### config.mk
export PLATFORM = sky130hd
export DESIGN_NAME = adc_sequencer_control
export DESIGN_NICKNAME = d
export VERILOG_FILES = /design/src/verilog/adc_seq_pkg.sv /design/src/verilog/adc_sequencer_control.sv /design/src/verilog/result_store.sv /design/src/verilog/sar_core.sv
export SDC_FILE = /design/constraint.sdc
export NUM_CORES = 1
export LEC_CHECK = 0
export ABC_CLOCK_PERIOD_IN_PS = 3400
export BUFFER_PORTS_ARGS = -buffer_cell sky130_fd_sc_hd__buf_2
export CORE_UTILIZATION = 54
export CTS_BUF_LIST = sky130_fd_sc_hd__clkbuf_8
export DETAILED_ROUTE_END_ITERATION = 16
export HOLD_SLACK_MARGIN = 0.08
export PLACE_DENSITY = 0.85
export SKIP_CTS_REPAIR_TIMING = 1
export SYNTH_ARGS = -nofsm -noshare
export SYNTH_HDL_FRONTEND = slang
export SYNTH_SLANG_ARGS = --single-unit
### constraint.sdc
create_clock -name clk_i -period 3.4 [get_ports clk_i]
set_input_delay 0.51 -clock clk_i [delete_from_list [all_inputs] [get_ports clk_i]]
set_output_delay 0.51 -clock clk_i [all_outputs]
set_load 0.03 [all_outputs]
### src/verilog/adc_seq_pkg.sv
// package of the converter sequencer: register map, field positions,
// reset values, conversion timing and the carrier types.
// assumes one peripheral clock, one state per clock cycle.
package adc_seq_pkg;

  // ----------------------------------------------------------------
  // register map (byte addresses on the peripheral bus)
  // ----------------------------------------------------------------
  localparam int          ADDR_W           = 5;
  localparam logic [4:0]  RESULT_BASE      = 5'h00; // a..d, high/low pairs
  localparam logic [4:0]  CTRL_STATUS_ADDR = 5'h10; // conv_control_status
  localparam logic [4:0]  TRIG_SCAN_ADDR   = 5'h12; // trigger_scan_control

  // ----------------------------------------------------------------
  // conv_control_status fields
  // ----------------------------------------------------------------
  localparam int         END_FLAG_BIT  = 7;
  localparam int         IRQ_EN_BIT    = 6;
  localparam int         START_BIT     = 5;
  localparam int         MULTI_BIT     = 4;
  localparam int         TIME_SEL_BIT  = 3;
  localparam int         CHAN_MSB      = 2;
  localparam logic [7:0] CTRL_STATUS_RESET = 8'h00;

  // ----------------------------------------------------------------
  // trigger_scan_control fields
  // ----------------------------------------------------------------
  localparam int         TRIG_HI_BIT   = 7;
  localparam int         TRIG_LO_BIT   = 6;
  localparam int         SCAN_BIT      = 5;
  localparam logic [7:0] TRIG_SCAN_RESET = 8'h07;
  localparam logic [7:0] TRIG_SCAN_WMASK = 8'hE0; // writable bits
  localparam logic [7:0] TRIG_SCAN_ONES  = 8'h07; // read-only ones

  // ----------------------------------------------------------------
  // conversion figures, in states (one state per clock)
  // ----------------------------------------------------------------
  localparam int RES_BITS          = 10;
  localparam int CNT_W             = 10;
  localparam int STATES_PER_CYCLE  = 1;
  localparam int FIRST_STATES_SLOW = 536;
  localparam int FIRST_STATES_FAST = 266;
  localparam int NEXT_STATES_SLOW  = 512;
  localparam int NEXT_STATES_FAST  = 256;
  localparam logic [CNT_W-1:0] FIRST_CYC_SLOW =
    CNT_W'(FIRST_STATES_SLOW * STATES_PER_CYCLE);
  localparam logic [CNT_W-1:0] FIRST_CYC_FAST =
    CNT_W'(FIRST_STATES_FAST * STATES_PER_CYCLE);
  localparam logic [CNT_W-1:0] NEXT_CYC_SLOW =
    CNT_W'(NEXT_STATES_SLOW * STATES_PER_CYCLE);
  localparam logic [CNT_W-1:0] NEXT_CYC_FAST =
    CNT_W'(NEXT_STATES_FAST * STATES_PER_CYCLE);

  // ----------------------------------------------------------------
  // carrier types
  // ----------------------------------------------------------------
  typedef enum logic [1:0] {
    SIZE_BYTE = 2'b00,
    SIZE_WORD = 2'b01,
    SIZE_LONG = 2'b10
  } acc_size_t;

  typedef struct packed {
    logic              sel;   // access strobe, one cycle
    logic              wr;    // 1 write, 0 read
    acc_size_t         size;
    logic [ADDR_W-1:0] addr;
    logic [31:0]       wdata;
  } bus_req_t;

  typedef struct packed {
    logic [RES_BITS-1:0] ch3;
    logic [RES_BITS-1:0] ch2;
    logic [RES_BITS-1:0] ch1;
    logic [RES_BITS-1:0] ch0;
  } analog_vec_t;

endpackage : adc_seq_pkg

### src/verilog/adc_sequencer_control.sv
// converter sequencer top: register file, result read path, trigger,
// and single / multi / scan sequencing around the conversion core.
// assumes bus master on clk_i; ext trigger and analog levels are async.
//
// Operation
// - control register resets to 0x07, also standby
// - trigger enables 00, 01, 10 ignore trigger
// - enables 11: falling trigger edge starts conversion
// - scan bit picks multi or scan mode
// - bits 4,3 read zero, write zero
// - bits 2..0 read one, write zero
// - result high byte direct, low via latch
// - high read loads latch; low read returns it
// - word read: value on 15..8 only
// - long read: high 31..24, low 15..8
// - ten-bit successive approximation result
// - single mode converts once, start self-clears
// - single end sets flag, interrupt if enabled
// - flag clears by read-one then write-zero
// - single result goes to channel's register
// - multi mode walks group from first channel
// - multi end: flag, start cleared, interrupt
// - channels 0..3 store into registers a..d
// - restart after halt begins at first channel
// - channel code selects one or group
// - scan repeats passes, flag each pass
// - trigger sets start, same as software
// - later conversions take 512 or 256 states
`timescale 1ns/100ps
module adc_sequencer_control (
  // clock and reset
  input  wire logic                      clk_i,
  input  wire logic                      resetn_i,
  input  wire logic                      standby_i,
  // peripheral bus
  input  wire adc_seq_pkg::bus_req_t     bus_req_i,
  output logic                    [31:0] bus_rdata_o,
  output logic                           bus_ack_o,
  // pins
  input  wire logic                      ext_trigger_pin_i,
  input  wire adc_seq_pkg::analog_vec_t  analog_in_i,
  // interrupt request
  output logic                           conv_end_irq_o
);
  import adc_seq_pkg::*;

  // ----------------------------------------------------------------
  // decode helpers
  // ----------------------------------------------------------------
  function automatic logic is_result(input logic [ADDR_W-1:0] a);
    return a[ADDR_W-1:3] == RESULT_BASE[ADDR_W-1:3];
  endfunction : is_result

  function automatic logic is_low_byte(input logic [ADDR_W-1:0] a);
    return a[0];
  endfunction : is_low_byte

  typedef enum logic [2:0] {
    ST_IDLE = 3'b001,
    ST_CONV = 3'b010,
    ST_NEXT = 3'b100
  } seq_state_t;

  // ----------------------------------------------------------------
  // state
  // ----------------------------------------------------------------
  logic [7:0]          trig_scan_q;
  logic                end_flag_q;
  logic                irq_en_q;
  logic                start_q;
  logic                multi_q;
  logic                time_sel_q;
  logic [2:0]          chan_q;
  logic                clr_armed_q;
  logic [2:0]          trig_sync_q;
  analog_vec_t         ana_s1_q;
  analog_vec_t         ana_s2_q;
  seq_state_t          state_q;
  logic [1:0]          cur_chan_q;
  logic                first_q;
  logic                launch_q;
  logic [7:0]          temp_q;
  logic                rd1_q;
  logic [ADDR_W-1:0]   addr1_q;
  acc_size_t           size1_q;
  logic                wr1_q;
  logic [7:0]          status_val;
  logic [7:0]          trig_val;
  logic                rd_req;
  logic                wr_req;
  logic                trig_fall;
  logic                trig_on;
  logic                scan_mode;
  logic [1:0]          last_chan;
  logic                core_done;
  logic [RES_BITS-1:0] core_result;
  logic [15:0]         rd_word;
  logic [CNT_W-1:0]    cycles;
  logic                seq_end;
  logic                pass_end;
  logic                abort;

  // ----------------------------------------------------------------
  // request decode and derived values
  // ----------------------------------------------------------------
  assign rd_req    = bus_req_i.sel & ~bus_req_i.wr;
  assign wr_req    = bus_req_i.sel & bus_req_i.wr;
  assign trig_on   = trig_scan_q[TRIG_HI_BIT] &
                     trig_scan_q[TRIG_LO_BIT];
  assign trig_fall = trig_sync_q[2] & ~trig_sync_q[1];
  assign scan_mode = multi_q & trig_scan_q[SCAN_BIT];
  assign last_chan = chan_q[1:0];
  assign trig_val  = (trig_scan_q & TRIG_SCAN_WMASK)
                     | TRIG_SCAN_ONES;
  assign status_val = {end_flag_q, irq_en_q, start_q, multi_q,
                       time_sel_q, chan_q};
  assign abort     = (state_q != ST_IDLE) & ~start_q;
  assign pass_end  = core_done & (~multi_q | cur_chan_q == last_chan);
  assign seq_end   = pass_end & ~scan_mode;

  // first conversion uses the long figure, later ones the fixed one
  always_comb begin
    if (first_q) begin
      cycles = time_sel_q ? FIRST_CYC_FAST : FIRST_CYC_SLOW;
    end else begin
      cycles = time_sel_q ? NEXT_CYC_FAST : NEXT_CYC_SLOW;
    end
  end

  // ----------------------------------------------------------------
  // pin synchronisers
  // ----------------------------------------------------------------
  // trigger: two flops, third stage only for the edge
  always_ff @(posedge clk_i) begin
    if (!resetn_i) begin
      trig_sync_q <= 3'b111;
    end else begin
      trig_sync_q <= {trig_sync_q[1:0], ext_trigger_pin_i};
    end
  end

  // analog levels into the core
  always_ff @(posedge clk_i) begin
    if (!resetn_i) begin
      ana_s1_q <= '0;
      ana_s2_q <= '0;
    end else begin
      ana_s1_q <= analog_in_i;
      ana_s2_q <= ana_s1_q;
    end
  end

  // ----------------------------------------------------------------
  // registers
  // ----------------------------------------------------------------
  // trigger and scan control
  always_ff @(posedge clk_i) begin
    if (!resetn_i || standby_i) begin
      trig_scan_q <= TRIG_SCAN_RESET;
    end else if (wr_req && bus_req_i.addr == TRIG_SCAN_ADDR) begin
      trig_scan_q <= (bus_req_i.wdata[7:0] & TRIG_SCAN_WMASK)
                     | TRIG_SCAN_ONES;
    end
  end

  // mode, time select, channel and interrupt enable
  always_ff @(posedge clk_i) begin
    if (!resetn_i) begin
      irq_en_q   <= CTRL_STATUS_RESET[IRQ_EN_BIT];
      multi_q    <= CTRL_STATUS_RESET[MULTI_BIT];
      time_sel_q <= CTRL_STATUS_RESET[TIME_SEL_BIT];
      chan_q     <= CTRL_STATUS_RESET[CHAN_MSB:0];
    end else if (wr_req && bus_req_i.addr == CTRL_STATUS_ADDR) begin
      irq_en_q   <= bus_req_i.wdata[IRQ_EN_BIT];
      multi_q    <= bus_req_i.wdata[MULTI_BIT];
      time_sel_q <= bus_req_i.wdata[TIME_SEL_BIT];
      chan_q     <= bus_req_i.wdata[CHAN_MSB:0];
    end
  end

  // start bit: software, trigger, self-clear at sequence end
  always_ff @(posedge clk_i) begin
    if (!resetn_i || standby_i) begin
      start_q <= CTRL_STATUS_RESET[START_BIT];
    end else if (trig_on && trig_fall) begin
      start_q <= 1'b1;
    end else if (wr_req && bus_req_i.addr == CTRL_STATUS_ADDR) begin
      start_q <= bus_req_i.wdata[START_BIT];
    end else if (seq_end) begin
      start_q <= 1'b0;
    end
  end

  // clear arming: status read with the flag set
  always_ff @(posedge clk_i) begin
    if (!resetn_i) begin
      clr_armed_q <= 1'b0;
    end else if (rd_req && bus_req_i.addr == CTRL_STATUS_ADDR) begin
      clr_armed_q <= end_flag_q;
    end else if (wr_req && bus_req_i.addr == CTRL_STATUS_ADDR) begin
      clr_armed_q <= 1'b0;
    end
  end

  // end flag: setting wins over the clearing write
  always_ff @(posedge clk_i) begin
    if (!resetn_i) begin
      end_flag_q <= CTRL_STATUS_RESET[END_FLAG_BIT];
    end else if (pass_end && state_q == ST_CONV) begin
      end_flag_q <= 1'b1;
    end else if (wr_req && bus_req_i.addr == CTRL_STATUS_ADDR &&
                 clr_armed_q && !bus_req_i.wdata[END_FLAG_BIT]) begin
      end_flag_q <= 1'b0;
    end
  end

  // interrupt request level
  always_ff @(posedge clk_i) begin
    if (!resetn_i) begin
      conv_end_irq_o <= 1'b0;
    end else begin
      conv_end_irq_o <= end_flag_q & irq_en_q;
    end
  end

  // ----------------------------------------------------------------
  // sequencer
  // ----------------------------------------------------------------
  // walks channels, launches the core one cycle after deciding
  always_ff @(posedge clk_i) begin
    if (!resetn_i) begin
      state_q    <= ST_IDLE;
      cur_chan_q <= 2'b00;
      first_q    <= 1'b1;
      launch_q   <= 1'b0;
    end else begin
      launch_q <= 1'b0;
      unique case (state_q)
        ST_IDLE: begin
          first_q <= 1'b1;
          if (start_q) begin
            // single: chosen channel; groups from channel 0
            cur_chan_q <= multi_q ? 2'b00 : chan_q[1:0];
            launch_q   <= 1'b1;
            state_q    <= ST_CONV;
          end
        end
        ST_CONV: begin
          if (abort) begin
            state_q <= ST_IDLE;
          end else if (core_done) begin
            first_q <= 1'b0;
            state_q <= seq_end ? ST_IDLE : ST_NEXT;
            cur_chan_q <= pass_end ? 2'b00
                                   : cur_chan_q + 2'b01;
          end
        end
        ST_NEXT: begin
          if (abort) begin
            state_q <= ST_IDLE;
          end else begin
            launch_q <= 1'b1;
            state_q  <= ST_CONV;
          end
        end
      endcase
    end
  end

  // conversion core
  sar_core u_core (
    .clk_i    (clk_i),
    .resetn_i (resetn_i),
    .start_i  (launch_q),
    .abort_i  (abort),
    .chan_i   (cur_chan_q),
    .cycles_i (cycles),
    .analog_i (ana_s2_q),
    .done_o   (core_done),
    .result_o (core_result)
  );

  // result words, left-aligned ten bits
  result_store u_store (
    .clk_i     (clk_i),
    .resetn_i  (resetn_i),
    .wr_en_i   (core_done & state_q == ST_CONV & ~abort),
    .wr_idx_i  (cur_chan_q),
    .wr_data_i ({core_result, 6'b00_0000}),
    .rd_idx_i  (bus_req_i.addr[2:1]),
    .rd_data_o (rd_word)
  );

  // ----------------------------------------------------------------
  // bus answer path
  // ----------------------------------------------------------------
  // first stage: hold request while the store reads
  always_ff @(posedge clk_i) begin
    if (!resetn_i) begin
      rd1_q   <= 1'b0;
      wr1_q   <= 1'b0;
      addr1_q <= '0;
      size1_q <= SIZE_BYTE;
    end else begin
      rd1_q   <= rd_req;
      wr1_q   <= wr_req;
      addr1_q <= bus_req_i.addr;
      size1_q <= bus_req_i.size;
    end
  end

  // low byte latch, loaded by a high byte read
  always_ff @(posedge clk_i) begin
    if (!resetn_i) begin
      temp_q <= 8'h00;
    end else if (rd1_q && is_result(addr1_q) && !is_low_byte(addr1_q)) begin
      temp_q <= rd_word[7:0];
    end
  end

  // read data and acknowledge
  always_ff @(posedge clk_i) begin
    if (!resetn_i) begin
      bus_rdata_o <= 32'h0000_0000;
      bus_ack_o   <= 1'b0;
    end else begin
      bus_ack_o   <= rd1_q | wr_req;
      if (rd1_q) begin
        bus_rdata_o <= 32'h0000_0000;
        if (is_result(addr1_q)) begin
          unique case (size1_q)
            SIZE_LONG: bus_rdata_o <= {rd_word[15:8], 8'h00,
                                       rd_word[7:0], 8'h00};
            SIZE_WORD: bus_rdata_o <= {16'h0000, rd_word[15:8],
                                       8'h00};
            default: begin
              bus_rdata_o[15:8] <= is_low_byte(addr1_q)
                                   ? temp_q
                                   : rd_word[15:8];
            end
          endcase
        end else if (addr1_q == CTRL_STATUS_ADDR) begin
          bus_rdata_o[7:0] <= status_val;
        end else if (addr1_q == TRIG_SCAN_ADDR) begin
          bus_rdata_o[7:0] <= trig_val;
        end
      end
    end
  end

endmodule : adc_sequencer_control

### src/verilog/result_store.sv
// four 16-bit result words, one write port, registered read port.
// assumes writer and reader share clk_i.
`timescale 1ns/100ps
module result_store (
  // clock and reset
  input  wire logic        clk_i,
  input  wire logic        resetn_i,
  // write side
  input  wire logic        wr_en_i,
  input  wire logic [1:0]  wr_idx_i,
  input  wire logic [15:0] wr_data_i,
  // read side
  input  wire logic [1:0]  rd_idx_i,
  output logic      [15:0] rd_data_o
);

  logic [15:0] mem_q [4];

  // storage, cleared at reset
  always_ff @(posedge clk_i) begin
    if (!resetn_i) begin
      for (int i = 0; i < 4; i++) begin
        mem_q[i] <= 16'h0000;
      end
    end else if (wr_en_i) begin
      mem_q[wr_idx_i] <= wr_data_i;
    end
  end

  // registered read data
  always_ff @(posedge clk_i) begin
    if (!resetn_i) begin
      rd_data_o <= 16'h0000;
    end else begin
      rd_data_o <= mem_q[rd_idx_i];
    end
  end

endmodule : result_store

### src/verilog/sar_core.sv
// behavioural successive-approximation core: start/done handshake.
// assumes analog_i already synchronised to clk_i.
`timescale 1ns/100ps
module sar_core
  import adc_seq_pkg::*;
(
  // clock and reset
  input  wire logic                clk_i,
  input  wire logic                resetn_i,
  // control
  input  wire logic                start_i,
  input  wire logic                abort_i,
  input  wire logic [1:0]          chan_i,
  input  wire logic [CNT_W-1:0]    cycles_i,
  input  wire adc_seq_pkg::analog_vec_t analog_i,
  // answer
  output logic                     done_o,
  output logic [RES_BITS-1:0]      result_o
);

  logic [CNT_W-1:0]    cnt_q;
  logic [RES_BITS-1:0] sample_q;
  logic [RES_BITS-1:0] trial;
  logic [CNT_W-1:0]    bit_idx;

  // trial value for the bit decided this cycle
  always_comb begin
    bit_idx = cnt_q - CNT_W'(1);
    trial   = result_o | (RES_BITS'(1) << bit_idx);
  end

  // countdown, sample, one bit per state in the last states
  always_ff @(posedge clk_i) begin
    if (!resetn_i || abort_i) begin
      cnt_q    <= '0;
      sample_q <= '0;
      result_o <= '0;
      done_o   <= 1'b0;
    end else if (start_i) begin
      cnt_q    <= cycles_i;
      sample_q <= analog_i[chan_i*RES_BITS +: RES_BITS];
      result_o <= '0;
      done_o   <= 1'b0;
    end else begin
      done_o <= (cnt_q == CNT_W'(1));
      if (cnt_q != '0) begin
        cnt_q <= cnt_q - CNT_W'(1);
        if (cnt_q <= CNT_W'(RES_BITS) && trial <= sample_q) begin
          result_o <= trial;
        end
      end
    end
  end

endmodule : sar_core
-- Yosys cells after proc, flatten, opt, wreduce, memory -nomap -nowiden
Memories as Yosys holds them, arrays and structs flattened. A register that Yosys moved wholly into a read port is not among the register bits.
Cells that the tools add are included.
- bitwise gates (word level): 20
- multipliers: 1
- equality and inequality tests: 16
- magnitude comparators: 2
- multiplexer cells: 44
- shift-type cells: 2
- add/subtract/negate cells: 2
- reductions and logical operators: 29
- operator list (operator ; count):
    $mux 10 ; 6
    $shiftx 40x7->10 ; 1
    $mux 8 ; 4
    $mux 24 ; 1
    $eq 5x5->1 const B ; 4
    $mux 1 ; 16
    $mux 16 ; 1
    $pmux 8 s2 ; 1
    $mux 2 ; 7
    $mux 3 ; 4
    $and 1x1->1 ; 11
    $eq 10x1->1 const B ; 1
    $le 10x10->1 ; 1
    $le 10x4->1 const B ; 1
    $logic_and 1x1->1 ; 10
    $or 10x10->10 ; 1
    $reduce_bool 10->1 ; 1
    $reduce_or 10->1 ; 1
    $shl 1x10->10 const A ; 1
    $sub 10x1->10 const B ; 1
    $pmux 3 s3 ; 1
    $reduce_bool 2->1 ; 4
    $not 1->1 ; 6
    $mul 2x3->5 const B ; 1
    22 further kinds ; 30
- input port bits: 85
- register bits: 199
- memories: 1
- memory bits (writable): 40
- memory list (memory ; depth ; width ; rd ports ; clocked after memory_dff ; wr ports ; line ; text):
    u_store.mem_q ; 4 ; 10 ; 1 ; 1 ; 4 ; result_store.sv:17 ; logic [15:0] mem_q [4];

-- Logic depth before layout (Yosys ltp)
- depth in word-level cells: 9
- depth in mapped cells: 18
- gate-level depth less buffers: 15

-- By module
A second synthesis with hierarchy kept.
- cells, all modules: 949
- area total of the unflattened synthesis: 10369.9 um^2
- modules (own cells, without submodules) (module ; cells each ; times used ; area an instance (um^2)):
    adc_sequencer_control ; 479 ; 1 ; 4904.7
    result_store ; 217 ; 1 ; 3241.9
    sar_core ; 253 ; 1 ; 2223.4

-- Least setup slack after synthesis
Ideal clock, no wire load.
- path kind: register to register
- from: reg u_core.cnt_q[0]
- to: reg u_core.result_o[4]
- library setup time: 0.060 ns
- path slack: 0.107 ns
- required time: 3.340 ns
- arrival: 3.233 ns
- stages on the path, launching flop included: 17
- cells stage by stage: dfxtp_1 buf_6 inv_1 ha_1 buf_1 o21ai_0 a22o_2 and2_1 and3_1 buf_6 a21o_2 ha_1 a22o_1 nor4_1 a21oi_1 nor3_1 a22o_1
- word-level cells in the longest chain between the ends: 6
- elaborated cells between the ends (all ways): 8
- RTL lines (item ; line ; text):
    start, declared ; sar_core.sv:21 ; logic [CNT_W-1:0] cnt_q;
    start signal, assigned ; sar_core.sv:40 ; cnt_q <= cycles_i;
    start signal, assigned ; sar_core.sv:47 ; cnt_q <= cnt_q - CNT_W'(1);
    $sub 10x1->10 ; sar_core.sv:28 ; bit_idx = cnt_q - CNT_W'(1);
    $shl 1x10->10 ; sar_core.sv:29 ; trial = result_o | (RES_BITS'(1) << bit_idx);
    $or 10x10->10 ; sar_core.sv:29 ;
    named net u_core.trial[9] ; sar_core.sv:23 ; logic [RES_BITS-1:0] trial;
    $le 10x10->1 ; sar_core.sv:48 ; if (cnt_q <= CNT_W'(RES_BITS) && trial <= sample_q) begin
    $logic_and 1x1->1 ; sar_core.sv:48 ;
    $reduce_and 2->1 (no line) ; n/a ;
    end signal, assigned ; sar_core.sv:49 ; result_o <= trial;
    end, declared ; sar_core.sv:18 ; output logic [RES_BITS-1:0] result_o
The timed path passes the listed nets, and every way through them passes these cells.
A chain may end at the register's enable or synchronous reset.

-- Final worst setup path
- from: reg u_core.cnt_q[0]
- to: reg u_core.result_o[0]
- word-level cells in the longest chain between the ends: 6
- elaborated cells between the ends (all ways): 8
- RTL lines (item ; line):
    $sub 10x1->10 ; sar_core.sv:28
    $shl 1x10->10 ; sar_core.sv:29
    $or 10x10->10 ; sar_core.sv:29
    $le 10x10->1 ; sar_core.sv:48
    $logic_and 1x1->1 ; sar_core.sv:48
    $reduce_and 2->1 (no line) ; n/a
Several ways; a longest one is shown, not always the timed one.

==> flow_metrics.py <==
metrics = {
    "floorplan": {
        "std_cell_rows": 45,
        "die-area_sq_mm": 0.0164,
        "dieWidth_microns": 128,
        "pin_count": 119,
        "core_sq_mm": 0.0154,
        "initial_core_util": 0.558,
        "die_h_microns": 128,
    },
    "clock_tree": {
        "clk_pin_slew_ns": 0.06,
        "h-tree-depth": 2,
        "cts_buffers": 35,
        "cts_buffer_depth": 3,
        "clock-sinks": 219,
        "root_buffer": "clkbuf_8",
        "cts_tree": "done",
        "insertion_delay_ns": 0.49,
    },
    "timing": {
        "hold_viol": 0,
        "slew-limit-headroom": 0.284,
        "fmax_mhz": 307,
        "clock_skew_ns": 0.0140,
        "period_share": 0.958,
        "slew_viol_final": 0,
        "worstMarginPinSlew_ns": 1.07,
        "min_period_ns": 3.26,
        "setup_violations": 0,
    },
    "final_layout": {
        "layout.nets": 974,
        "diodes": 0,
        "stdcell_count": 1106,
        "drive_gt1_frac": 0.206,
        "syn2layout_area_growth_pct": 14.6,
        "most-common-layout-cells": "dfxtp_1, and2_1, buf_2",
        "fin_area_sq_mm": 0.00983,
        "layout_commonest_cell": "dfxtp_1",
    },
    "critical_path": {
        "worstPathCellList": "inv_1, ha_1, or4b_1, nor4_1, a211o_2, nand2_2, nor3_4, a21oi_1, ha_1, nor2b_1, o21bai_1, a21o_1, a21oi_2, nor2_4, a32o_1",
        "reg2reg_from": "u_core.cnt_q[0]$_SDFFE_PP0P_",
        "start_kind": "register",
        "reg2reg_setup_slack_ns": 0.14,
        "cp_slowest_stage_delay_ns": 0.46,
        "crit_path_start": "u_core.cnt_q[0]$_SDFFE_PP0P_",
        "end_kind": "register",
        "cp_data_arrival_time_ns": 3.64,
        "path_delay_family": "simple AND/OR/NAND/NOR gates",
        "crit_slowest_cell": "or4b_1",
        "worst-path-max-fanout": 6,
        "critPathBufInv": 1,
        "path_class": "register to register",
        "crit_required_ns": 3.78,
        "cpMostUsedCell": "ha_1",
    },
    "drt": {
        "routedWlPerCell_microns": 13.7,
        "vias": 5709,
        "ant_nets": 0,
        "via_per_inst": 5.16,
        "drt-total-wl_mm": 15.1,
        "drt-initial-drc-count": 282,
        "post-route-drc-count": 0,
        "first_pass_iters": 5,
    },
    "hold_path": {
        "min_from": "ext_trigger_pin_i",
        "hold_class": "input port to register",
    },
    "placement": {
        "place_area_sq_mm": 0.00915,
        "gp_congestion": 0.888,
        "dp.cells": 1047,
        "port_buffers": 86,
        "place_hpwl_mm": 10.6,
    },
    "power_and_ir_drop": {
        "comb_power_share": 0.179,
        "vdd_drop_max_uv": 414,
        "power.share.sequential": 0.479,
        "swShare": 0.274,
        "clkPwrFrac": 0.342,
        "power.switching_mw": 1.63,
        "p_int_mw": 4.32,
        "p_leak_nw": 4.14,
        "p_per_area_mw_per_mm2": 605,
    },
    "job": {
        "max-cap-violations": 0,
    },
    "grt": {
        "grt_max_degree": 87,
        "first_global_vias": 5462,
        "grt_pass1_wl_mm": 25.2,
        "antenna_found_initial": 0,
        "gr-usage-all-layers": 0.192,
        "overflow": 0,
    },
    "synthesis": {
        "synth_cells": 780,
        "synth.distinct_cells": 63,
        "synth-xor-area-share": 0.0133,
        "synthArstFlopShare": 0,
        "synthMuxAreaShare": 0.0781,
        "synth_seq_cells": 219,
        "synthAdderAreaFrac": 0.0233,
        "yosysSeqAreaShare": 0.557,
        "synth-compound-area-share": 0.0799,
        "synthSimpleGateAreaFrac": 0.207,
        "synth_top_family_by_area": "simple AND/OR/NAND/NOR gates",
        "synth_area_sq_mm": 0.00858,
        "yosysWarnings": 0,
        "syn_avg_cell_area_sq_um": 11.0,
        "synth_enable_flop_cells": 40,
        "synth_ff_type": "dfxtp_1",
    },
    "outcome": {
        "outcome": "finished, final reports clean",
    },
}
-- worst register-to-register path, delay by kind of cell (launching register included) --
kind / cells / cell delay (ns)
AOI/OAI and AO/OA: 6 / 1.10
adders and majority gates: 2 / 0.42
buffers and inverters: 1 / 0.08
DFF: 1 / 0.34
and+or+nand+nor: 6 / 1.21
-- metal layers --
metal  global-route usage  vias to the layer above  wire [microns]
li1                     -                     2874               -
met1                0.229                     2631            6450
met2                0.336                      169            7520
met3               0.0401                       35             788
met4               0.0789                        0             367
met5                    0                        -               0
-- cell usage after synthesis, drive strengths merged, types with 4 or more instances --
master / instances / area share
xor2: 10 / 0.010
nand3: 9 / 0.0052
mux4: 20 / 0.052
a21o: 12 / 0.011
nand3b: 6 / 0.0052
o21ai: 12 / 0.0070
or3: 4 / 0.0029
inv: 20 / 0.0087
buf: 19 / 0.017
a32o: 7 / 0.0082
dfxtp: 179 / 0.42
nor2: 72 / 0.032
a21oi: 31 / 0.018
nor4: 6 / 0.0044
edfxtp: 40 / 0.14
o211ai: 4 / 0.0035
nand2b: 14 / 0.010
and2: 132 / 0.096
a22oi: 13 / 0.011
and3: 16 / 0.012
nor2b: 7 / 0.0051
clkbuf: 33 / 0.014
nor3: 14 / 0.010
mux2i: 22 / 0.026
ha: 16 / 0.023
a22o: 6 / 0.0063
nand2: 22 / 0.0099
-- state kept, by name, summed over array words and instances, names as in the netlist, 2 cells and up --
name               flops
u_core.sample_q       10
addr1_q                5
bus_rdata_o           24
ana_s1_q              40
cur_chan_q             2
ana_s2_q              40
u_store.mem_q         40
state_q                3
trig_sync_q            3
u_store.rd_data_o     10
chan_q                 3
u_core.result_o       10
u_core.cnt_q          10
temp_q                 2
trig_scan_q            3
size1_q                2
-- per-stage QoR --
stage	utilization	total power [mW]	setup TNS, ns	hold slack, ns	setup WS (ns)
after CTS	0.637	5.94	-0.112	0.185	-0.0311
after global routing	0.640	6.25	-0.0386	0.192	-0.0144
after floorplan	-	3.70	0	0.386	0.107
after detailed placement	0.595	3.90	-0.0198	0.402	-0.00681
after global placement	0.595	3.87	0	0.394	0.0611
final	0.640	5.95	0	0.202	0.142
-- worst paths after layout --
kind	end	cells after the start
max reg2reg	u_core.result_o[0]$_SDFFE_PP0P_	15
min	trig_sync_q[0]$_SDFF_PN1_	2
min reg2reg	trig_sync_q[1]$_SDFF_PN1_	1
max	u_core.result_o[0]$_SDFFE_PP0P_	15
-- power groups by stage --
| stage | Combinational [mW] | Sequential [mW] | Clock, mW |
|---|---|---|---|
| 2_1_floorplan | 0.833 | 2.87 | 0 |
| 3_3_place_gp | 0.977 | 2.90 | 0 |
| 3_5_place_dp | 0.999 | 2.90 | 0 |
| 4_1_cts | 1.00 | 2.85 | 2.09 |
| 5_1_grt | 1.17 | 2.86 | 2.21 |
| 6_report | 1.06 | 2.85 | 2.04 |
-- logic make-up after synthesis --
group           Yosys count
compound gates          100
buf+inv                  73
fa+ha+maj                16
flops                   219
simple gates            316
other cells               1
mux                      42
xor+xnor                 13
-- cell type report --
type	count	area, sq um
timing repair buffer	101	543
fill	1201	5540
clock inverter	17	67.6
tap	211	264
multi-input combinational	495	3520
clock buffer	42	578
inverter	21	78.8
sequential	219	4780
No activity file was read; power rests on OpenSTA's default activity.
